$ cat src/rtl/opq_pkg.sv
// Purpose: shared constants for the operand queue with deferred release
// Assumes: one 40 MHz clock, AXI4-Lite register access, 32-bit data
// Notes: STATUS_OFFSET, OFFRAM_BASE and OFFRAM_END are byte addresses on the register bus
package opq_pkg;
    localparam int          DEPTH          = 16;
    localparam int          LANES          = 8;
    localparam int          HALF_W         = 16;
    localparam int          CTL_W          = 4;
    localparam int          OFF_ENTRIES    = 16;
    localparam int          CLK_PERIOD_NS  = 25;
    localparam logic [11:0] STATUS_OFFSET  = 12'h000;
    localparam logic [11:0] OFFRAM_BASE    = 12'h040;
    localparam logic [11:0] OFFRAM_END     = 12'h0c0;
    localparam int          ST_USED_POS    = 0;
    localparam int          ST_REL_POS     = 8;
    localparam int          ST_RD_POS      = 16;
    localparam int          ST_WR_POS      = 24;
    localparam int          ST_FULL_POS    = 31;
    localparam logic [31:0] OFFSET_RESET   = 32'h0000_0000;
    localparam logic [1:0]  RESP_OKAY      = 2'h0;
    localparam logic [1:0]  RESP_SLVERR    = 2'h2;
endpackage : opq_pkg

$ cat src/rtl/operand_queue_with_release.sv
// Purpose: operand queue between fetch stages and the execution unit
// Assumes: load strobes and increment come from logic on ref_clk_in
// Notes: offset RAM is filled over AXI4-Lite; status is read-only
//
// Local design decisions: the AXI4-Lite interface to the registers and the register addresses.
`timescale 1ns/10ps
module operand_queue_with_release #(
    parameter int DEPTH  = opq_pkg::DEPTH,
    parameter int LANES  = opq_pkg::LANES,
    parameter int CTL_W  = opq_pkg::CTL_W,
    parameter int OFF_N  = opq_pkg::OFF_ENTRIES
) (
    input  wire logic                    ref_clk_in,
    input  wire logic                    rst_in,
    input  wire logic                    load_first_operand_in,
    input  wire logic                    load_second_operand_in,
    input  wire logic                    load_shared_control_bits_in,
    input  wire logic                    release_everything_in,
    input  wire logic [4:0]              increment_in,
    input  wire logic [3:0]              offset_select_in,
    input  wire logic                    quad_select_in,
    input  wire logic [63:0]             first_operand_data_in,
    input  wire logic [63:0]             second_operand_data_in,
    input  wire logic [127:0]            quad_data_in,
    input  wire logic [CTL_W-1:0]        first_control_in,
    input  wire logic [CTL_W-1:0]        second_control_in,
    input  wire logic [CTL_W-1:0]        shared_control_in,
    output logic                         load_stall_out,
    output logic                         operands_ready_out,
    input  wire logic                    operands_taken_in,
    output logic [127:0]                 output_operand_out,
    output logic [CTL_W-1:0]             first_control_out,
    output logic [CTL_W-1:0]             second_control_out,
    output logic [CTL_W-1:0]             shared_control_out,
    input  wire logic [11:0]             s_axi_awaddr,
    input  wire logic                    s_axi_awvalid,
    output logic                         s_axi_awready,
    input  wire logic [31:0]             s_axi_wdata,
    input  wire logic [3:0]              s_axi_wstrb,
    input  wire logic                    s_axi_wvalid,
    output logic                         s_axi_wready,
    output logic [1:0]                   s_axi_bresp,
    output logic                         s_axi_bvalid,
    input  wire logic                    s_axi_bready,
    input  wire logic [11:0]             s_axi_araddr,
    input  wire logic                    s_axi_arvalid,
    output logic                         s_axi_arready,
    output logic [31:0]                  s_axi_rdata,
    output logic [1:0]                   s_axi_rresp,
    output logic                         s_axi_rvalid,
    input  wire logic                    s_axi_rready
);
    localparam int AW = $clog2(DEPTH);
    localparam int UW = $clog2(DEPTH + 1);
    localparam int HW = opq_pkg::HALF_W;
    localparam int OW = $clog2(OFF_N);

    function automatic logic [AW-1:0] add_off(input logic [AW-1:0] base,
                                              input logic [AW-1:0] off);
        add_off = AW'(base + off);
    endfunction : add_off

    function automatic logic in_offram(input logic [11:0] a);
        in_offram = (a >= opq_pkg::OFFRAM_BASE) && (a < opq_pkg::OFFRAM_END);
    endfunction : in_offram

    // queue state
    logic [UW-1:0]      used_q;
    logic [UW-1:0]      released_q;
    logic [AW-1:0]      rd_addr_q;
    logic [AW-1:0]      wr_addr_q;
    logic               full_q;
    logic [HW-1:0]      data_mem [LANES][DEPTH];
    logic [CTL_W-1:0]   ctl1_mem [DEPTH];
    logic [CTL_W-1:0]   ctl2_mem [DEPTH];
    logic [CTL_W-1:0]   ctlb_mem [DEPTH];
    logic [31:0]        lane_off_q [OFF_N];
    logic [AW-1:0]      ctl_off_q  [OFF_N];
    logic [127:0]       out_data_q;
    logic [CTL_W-1:0]   out_ctl1_q;
    logic [CTL_W-1:0]   out_ctl2_q;
    logic [CTL_W-1:0]   out_ctlb_q;

    logic               load_req;
    logic               overflow;
    logic               load_go;
    logic               xfer;
    logic [UW-1:0]      used_d;
    logic [UW-1:0]      released_d;
    logic [AW-1:0]      ctl_addr;
    logic [31:0]        sel_lane_off;

    assign load_req = load_first_operand_in | load_second_operand_in
                    | load_shared_control_bits_in;
    assign overflow = ({1'b0, used_q} + {1'b0, increment_in})
                      > (UW + 1)'(DEPTH);
    assign load_go        = load_req && !overflow;
    assign load_stall_out = load_req && overflow;
    assign sel_lane_off   = lane_off_q[offset_select_in[OW-1:0]];
    assign ctl_addr = add_off(wr_addr_q,
                              ctl_off_q[offset_select_in[OW-1:0]]);

    // only released entries move; a take frees the slot the same cycle
    assign xfer = (released_q != '0)
                  && (!full_q || operands_taken_in);

    always_comb begin
        used_d = used_q;
        if (load_go) begin
            used_d = UW'(used_d + increment_in);
        end
        if (xfer) begin
            used_d = UW'(used_d - 1'b1);
        end
        released_d = xfer ? UW'(released_q - 1'b1) : released_q;
        if (release_everything_in && !load_stall_out) begin
            released_d = used_d;
        end
    end

    always_ff @(posedge ref_clk_in or posedge rst_in) begin
        if (rst_in) begin
            used_q     <= '0;
            released_q <= '0;
            rd_addr_q  <= '0;
            wr_addr_q  <= '0;
        end else begin
            used_q     <= used_d;
            released_q <= released_d;
            if (xfer) begin
                rd_addr_q <= AW'(rd_addr_q + 1'b1);
            end
            if (load_go) begin
                wr_addr_q <= AW'(wr_addr_q + increment_in);
            end
        end
    end

    // per-lane write: lanes 0-3 first operand, 4-7 second, or a quadword
    for (genvar i = 0; i < LANES; i++) begin : g_lane
        logic [AW-1:0] lane_addr;
        logic [HW-1:0] lane_data;
        logic          lane_we;
        assign lane_addr = add_off(wr_addr_q,
                                   sel_lane_off[i*AW +: AW]);
        assign lane_data = quad_select_in ? quad_data_in[i*HW +: HW]
                         : (i < LANES/2)
                         ? first_operand_data_in[(i%4)*HW +: HW]
                         : second_operand_data_in[(i%4)*HW +: HW];
        assign lane_we = load_go && (quad_select_in
                         ? (load_first_operand_in | load_second_operand_in)
                         : (i < LANES/2) ? load_first_operand_in
                         : load_second_operand_in);
        always_ff @(posedge ref_clk_in) begin
            if (lane_we) begin
                data_mem[i][lane_addr] <= lane_data;
            end
        end
    end

    always_ff @(posedge ref_clk_in) begin
        if (load_go && load_first_operand_in) begin
            ctl1_mem[ctl_addr] <= first_control_in;
        end
        if (load_go && load_second_operand_in) begin
            ctl2_mem[ctl_addr] <= second_control_in;
        end
        if (load_go && load_shared_control_bits_in) begin
            ctlb_mem[ctl_addr] <= shared_control_in;
        end
    end

    always_ff @(posedge ref_clk_in or posedge rst_in) begin
        if (rst_in) begin
            full_q <= 1'b0;
        end else if (xfer) begin
            full_q <= 1'b1;
        end else if (operands_taken_in) begin
            full_q <= 1'b0;
        end
    end

    always_ff @(posedge ref_clk_in or posedge rst_in) begin
        if (rst_in) begin
            out_data_q <= '0;
            out_ctl1_q <= '0;
            out_ctl2_q <= '0;
            out_ctlb_q <= '0;
        end else if (xfer) begin
            for (int k = 0; k < LANES; k++) begin
                out_data_q[k*HW +: HW] <= data_mem[k][rd_addr_q];
            end
            out_ctl1_q <= ctl1_mem[rd_addr_q];
            out_ctl2_q <= ctl2_mem[rd_addr_q];
            out_ctlb_q <= ctlb_mem[rd_addr_q];
        end
    end

    assign operands_ready_out = full_q;
    assign output_operand_out = out_data_q;
    assign first_control_out  = out_ctl1_q;
    assign second_control_out = out_ctl2_q;
    assign shared_control_out = out_ctlb_q;

    // register bus: write path
    logic               aw_held_q;
    logic               w_held_q;
    logic [11:0]        awaddr_q;
    logic [31:0]        wdata_q;
    logic [3:0]         wstrb_q;
    logic               bvalid_q;
    logic [1:0]         bresp_q;
    logic               do_wr;
    logic [31:0]        strb_mask;
    logic [OW-1:0]      wr_entry;

    assign s_axi_awready = !aw_held_q && !bvalid_q;
    assign s_axi_wready  = !w_held_q && !bvalid_q;
    assign do_wr         = aw_held_q && w_held_q && !bvalid_q;
    assign wr_entry      = awaddr_q[OW+2:3];
    assign strb_mask     = {{8{wstrb_q[3]}}, {8{wstrb_q[2]}},
                            {8{wstrb_q[1]}}, {8{wstrb_q[0]}}};

    always_ff @(posedge ref_clk_in or posedge rst_in) begin
        if (rst_in) begin
            aw_held_q <= 1'b0;
            w_held_q  <= 1'b0;
            awaddr_q  <= '0;
            wdata_q   <= '0;
            wstrb_q   <= '0;
            bvalid_q  <= 1'b0;
            bresp_q   <= opq_pkg::RESP_OKAY;
        end else begin
            if (s_axi_awvalid && s_axi_awready) begin
                aw_held_q <= 1'b1;
                awaddr_q  <= s_axi_awaddr;
            end
            if (s_axi_wvalid && s_axi_wready) begin
                w_held_q <= 1'b1;
                wdata_q  <= s_axi_wdata;
                wstrb_q  <= s_axi_wstrb;
            end
            if (do_wr) begin
                aw_held_q <= 1'b0;
                w_held_q  <= 1'b0;
                bvalid_q  <= 1'b1;
                bresp_q   <= (in_offram(awaddr_q)
                             || awaddr_q == opq_pkg::STATUS_OFFSET)
                             ? opq_pkg::RESP_OKAY : opq_pkg::RESP_SLVERR;
            end else if (bvalid_q && s_axi_bready) begin
                bvalid_q <= 1'b0;
            end
        end
    end

    always_ff @(posedge ref_clk_in or posedge rst_in) begin
        if (rst_in) begin
            for (int e = 0; e < OFF_N; e++) begin
                lane_off_q[e] <= opq_pkg::OFFSET_RESET;
                ctl_off_q[e]  <= '0;
            end
        end else if (do_wr && in_offram(awaddr_q)) begin
            if (!awaddr_q[2]) begin
                lane_off_q[wr_entry] <= (lane_off_q[wr_entry] & ~strb_mask)
                                      | (wdata_q & strb_mask);
            end else if (wstrb_q[0]) begin
                ctl_off_q[wr_entry] <= wdata_q[AW-1:0];
            end
        end
    end

    assign s_axi_bvalid = bvalid_q;
    assign s_axi_bresp  = bresp_q;

    // register bus: read path
    logic               rvalid_q;
    logic [31:0]        rdata_q;
    logic [1:0]         rresp_q;
    logic [31:0]        status_word;
    logic [OW-1:0]      rd_entry;

    assign s_axi_arready = !rvalid_q;
    assign rd_entry      = s_axi_araddr[OW+2:3];

    always_comb begin
        status_word = '0;
        status_word[opq_pkg::ST_USED_POS +: UW] = used_q;
        status_word[opq_pkg::ST_REL_POS  +: UW] = released_q;
        status_word[opq_pkg::ST_RD_POS   +: AW] = rd_addr_q;
        status_word[opq_pkg::ST_WR_POS   +: AW] = wr_addr_q;
        status_word[opq_pkg::ST_FULL_POS]       = full_q;
    end

    always_ff @(posedge ref_clk_in or posedge rst_in) begin
        if (rst_in) begin
            rvalid_q <= 1'b0;
            rdata_q  <= '0;
            rresp_q  <= opq_pkg::RESP_OKAY;
        end else if (s_axi_arvalid && s_axi_arready) begin
            rvalid_q <= 1'b1;
            rresp_q  <= opq_pkg::RESP_OKAY;
            if (s_axi_araddr == opq_pkg::STATUS_OFFSET) begin
                rdata_q <= status_word;
            end else if (in_offram(s_axi_araddr)) begin
                rdata_q <= s_axi_araddr[2] ? 32'(ctl_off_q[rd_entry])
                                           : lane_off_q[rd_entry];
            end else begin
                rdata_q <= '0;
                rresp_q <= opq_pkg::RESP_SLVERR;
            end
        end else if (rvalid_q && s_axi_rready) begin
            rvalid_q <= 1'b0;
        end
    end

    assign s_axi_rvalid = rvalid_q;
    assign s_axi_rdata  = rdata_q;
    assign s_axi_rresp  = rresp_q;
endmodule : operand_queue_with_release

$ cat config.mk
export PLATFORM = sky130hd
export DESIGN_NAME = operand_queue_with_release
export DESIGN_NICKNAME = d
export VERILOG_FILES = /design/src/rtl/opq_pkg.sv /design/src/rtl/operand_queue_with_release.sv
export SDC_FILE = /design/constraint.sdc
export NUM_CORES = 2
export LEC_CHECK = 0
export BUFFER_PORTS_ARGS = -buffer_cell sky130_fd_sc_hd__buf_2
export CAP_MARGIN = 20
export CORE_MARGIN = 5
export CORE_UTILIZATION = 55
export DETAILED_ROUTE_END_ITERATION = 7
export GPL_TIMING_DRIVEN = 0
export PLACE_DENSITY = 0.72
export SETUP_SLACK_MARGIN = 0.4
export SLEW_MARGIN = 20
export SYNTH_ARGS = -nofsm -noshare
export SYNTH_HDL_FRONTEND = slang
export SYNTH_SLANG_ARGS = --single-unit
$ cat constraint.sdc
create_clock -name ref_clk_in -period 37.4 [get_ports ref_clk_in]
set_input_delay 7.48 -clock ref_clk_in [delete_from_list [all_inputs] [get_ports ref_clk_in]]
set_output_delay 7.48 -clock ref_clk_in [all_outputs]
set_load 0.01 [all_outputs]
==> metrics <==
Initial Util 55.1%; actual slew at the worst max-slew pin 1330 ps; Num CTS Buffers 325; Yosys reg bits 3061; root buf cell clkbuf_16; Nets 8786; Setup crit end kind output pin; LEAKAGE 53.6 nW; Via Count 79.3k; Ports 533; met1 wire length 138 mm; Ys Warns 0; unique cell type count in the Yosys netlist 53; asr flop ratio synth 26.8%; Skew-Pair Late Insertion Delay 990 ps; Core Util, Final 63.2%; routed wl met2 189 mm; Crit Path Max Fanout 10; setup ws final 19620 ps; routed len/inst 34.1 um; outcome complete, no violations; FILL cells 16.3k; placed cells 11.2k; area delta synth->final 14.8%; Pins Over Slew Limit 0; Detailed Route WL 404 mm; CTS max path bufs 4; largest net degree at the start of global routing 98; Power Dens Cells 70.7 nW/um^2; CTS tree yes; post_cts resized 0; clock sinks 3061; Final ANT Viol Nets 0; Most used DFF post-synth edfxtp_1; Die X-Extent 497 um; WL met3 48.4 mm; Post-Synthesis Cell Area 131000 sq um; DRT Pass-1 Iters 8; Total Power 10.6 mW; sequential share of the synthesized area 67.2%; grt ovf 0; cts hold-fix bufs 0; Clock Skews 92.5 ps; setup bufs post-CTS 0; FMAX 56.2 MHz; min cycle time layout 17780 ps; gr usage total 32.4%; H-tree Lvls 5; vias in the first global route 80.5k; core area 237000 sq um; period utilization 47.5%; DP HPWL 274 mm; RSZ-0062 raised after global routing no; Worst VDD drop 0.0451 mV; final hold slack 461 ps; DRT iter0 DRCs 11.4k; critical path class in2out; number of port buffers 524; global-route wire length before repair 574 mm; syn avg cell area 17.6 sq um; hold crit path type reg2reg; Die Y 497 um; Max-cap violations 0; top sig layer met5; fraction of layout instances using a drive strength above 1 32.1%; row count 179; Hold Vio Cnt, Final 0; post-route insts no fill 11.8k; CTS clock-pin slew for the worst setup and hold paths 50 ps; drt via density 6.70; slew margin rel. 11.3%; CP Data Arrival Time 10300 ps; CP Launch Type primary input; number of flops mapped to enable cells by yosys 2240; critical path required time 29920 ps; Final Wtd Congestion 0.963; Synth Instances 7436; # setup viols final 0; Post-route DRC 0; Die Area 247000 sq um; DP Worst Slack 19720 ps; initial antenna violation count 38
-- placed cells by master (no fill, tap or decap), types with 39 or more instances in the layout --
| cell | synthesis | routed |
|---|---|---|
| edfxtp_1 | 2240 | 2240 |
| mux4_2 | 1067 | 1067 |
| nand2_1 | 845 | 845 |
| dfrtp_1 | 821 | 820 |
| buf_2 | 130 | 670 |
| o21ai_0 | 477 | 477 |
| clkbuf_1 | 314 | 348 |
| clkbuf_16 | 0 | 332 |
| mux2_2 | 242 | 242 |
| nor2_1 | 356 | 228 |
| mux2i_1 | 174 | 174 |
| a21oi_1 | 162 | 161 |
| o221ai_1 | 139 | 139 |
| nor2_2 | 4 | 81 |
| buf_6 | 8 | 68 |
| clkbuf_2 | 0 | 56 |
| nor2_4 | 0 | 51 |
| o21ai_1 | 48 | 47 |
| clkinv_1 | 0 | 43 |
| xnor2_1 | 39 | 39 |
-- critical path, stage by stage --
cell	delay, ps
buf_2	100
ha_1	160
inv_1	50
fa_1	410
xnor2_1	180
nor3b_1	240
o21ai_0	180
a21oi_2	650
clkbuf_1	380
nor2_1	220
buf_2	240
-- stage by stage --
step,setup TNS (ps),cell area (sq um)
after floorplan,0,131000
after global placement,-1874120,137000
after detailed placement,0,139000
after CTS,0,150000
after global routing,0,150000
final,0,150000
-- layout make-up --
cell class                 count  area, sq um  share of cell area [%]
clock buffer                 437         8960                    5.98
timing repair buffer         623         4060                    2.71
antenna                       36         90.1                  0.0601
inverter                      12         52.6                  0.0350
multi-input combinational   3838        41100                    27.4
sequential                  3061        87800                    58.6
buffer                       526         2330                    1.55
tap                         3167         3960                    2.64
clock inverter               137         1540                    1.03
-- report_power, final --
| group | internal (mW) | leakage, nW | switching [mW] |
|---|---|---|---|
| logic | 1.23 | 17.3 | 1.96 |
| clock network | 1.90 | 5.11 | 1.32 |
| registers | 4.00 | 31.2 | 0.197 |
| total | 7.13 | 53.6 | 3.47 |
-- cell usage after synthesis (5+ instances only) --
master    instances  area, sq um
nand2b_1          8         50.1
o21ai_2           9         78.8
nand3b_1         17          128
nor3_1            7         35.0
buf_1            63          236
ha_1             38          475
xnor2_1          39          342
o221ai_1        139         1220
edfxtp_1       2240        67300
mux2_2          242         2730
fa_1             11          220
nor2b_1          20          125
mux2i_2          11          151
xor2_1           25          219
nand4_1           5         31.3
mux2i_4           5          113
a211oi_1         18          135
nand2_1         845         3170
nand3_1          31          155
o21ai_0         477         2390
a21oi_1         162          811
dfrtp_1         821        20500
clkbuf_1        314         1180
inv_1            11         41.3
nor2_1          356         1340
o21ai_1          48          240
mux4_2         1067        24000
buf_6             8         90.1
buf_2           130          651
mux2i_1         174         1740
or3_1            11         68.8
and2_1            6         37.5
a21o_1           16          120
a221oi_1         19          166
buf_4            11         82.6
-- flip-flops by register name, summed over array words and instances, names as in the netlist, 12 cells and up --
name	cells
ctlb_mem	64
output_operand_out	128
lane_off_q	512
ctl1_mem	64
ctl2_mem	64
data_mem	2048
ctl_off_q	64
awaddr_q	12
wdata_q	32
s_axi_rdata	32
-- path summary, 6_finish.rpt --
check / from / end / slack, ps / cells after the start
max in group asynchronous: rst_in / lane_off_q[431]$_DFFE_PP0P_ / 28230 / 7
setup reg to reg: used_q[0]$_DFF_PP0_ / data_mem[1][159]$_DFFE_PP_ / 32380 / 12
setup / recovery: increment_in[0] / load_stall_out / 19620 / 11
hold reg to reg: s_axi_rdata[15]$_DFFE_PP0P_ / s_axi_rdata[15]$_DFFE_PP0P_ / 460 / 2
min in group asynchronous: rst_in / ctl_off_q[33]$_DFFE_PP0P_ / 6550 / 2
hold / removal: s_axi_rdata[15]$_DFFE_PP0P_ / s_axi_rdata[15]$_DFFE_PP0P_ / 460 / 2
-- kinds of logic (layout without fill, tap and decap cells) --
| family | count (synthesis) | in the layout | share of synthesized area [%] |
|---|---|---|---|
| AO/OA/AOI/OAI | 895 | 895 | 3.99 |
| XOR/XNOR | 64 | 64 | 0.429 |
| adder cells (fa/ha/maj) | 49 | 49 | 0.533 |
| buffers and inverters | 538 | 1735 | 1.75 |
| flip-flops | 3061 | 3061 | 67.2 |
| multiplexers | 1499 | 1499 | 22.0 |
| other | 1 | 38 | 0.00287 |
| AND/OR/NAND/NOR | 1329 | 1329 | 4.06 |
-- layer usage --
metal	vias to the layer above	track usage, %
met5	-	0.232
met1	40866	40.7
met3	1286	10.4
met4	20	19.6
met2	5561	49.7
li1	31529	-
(Power assumes the default switching activity.)
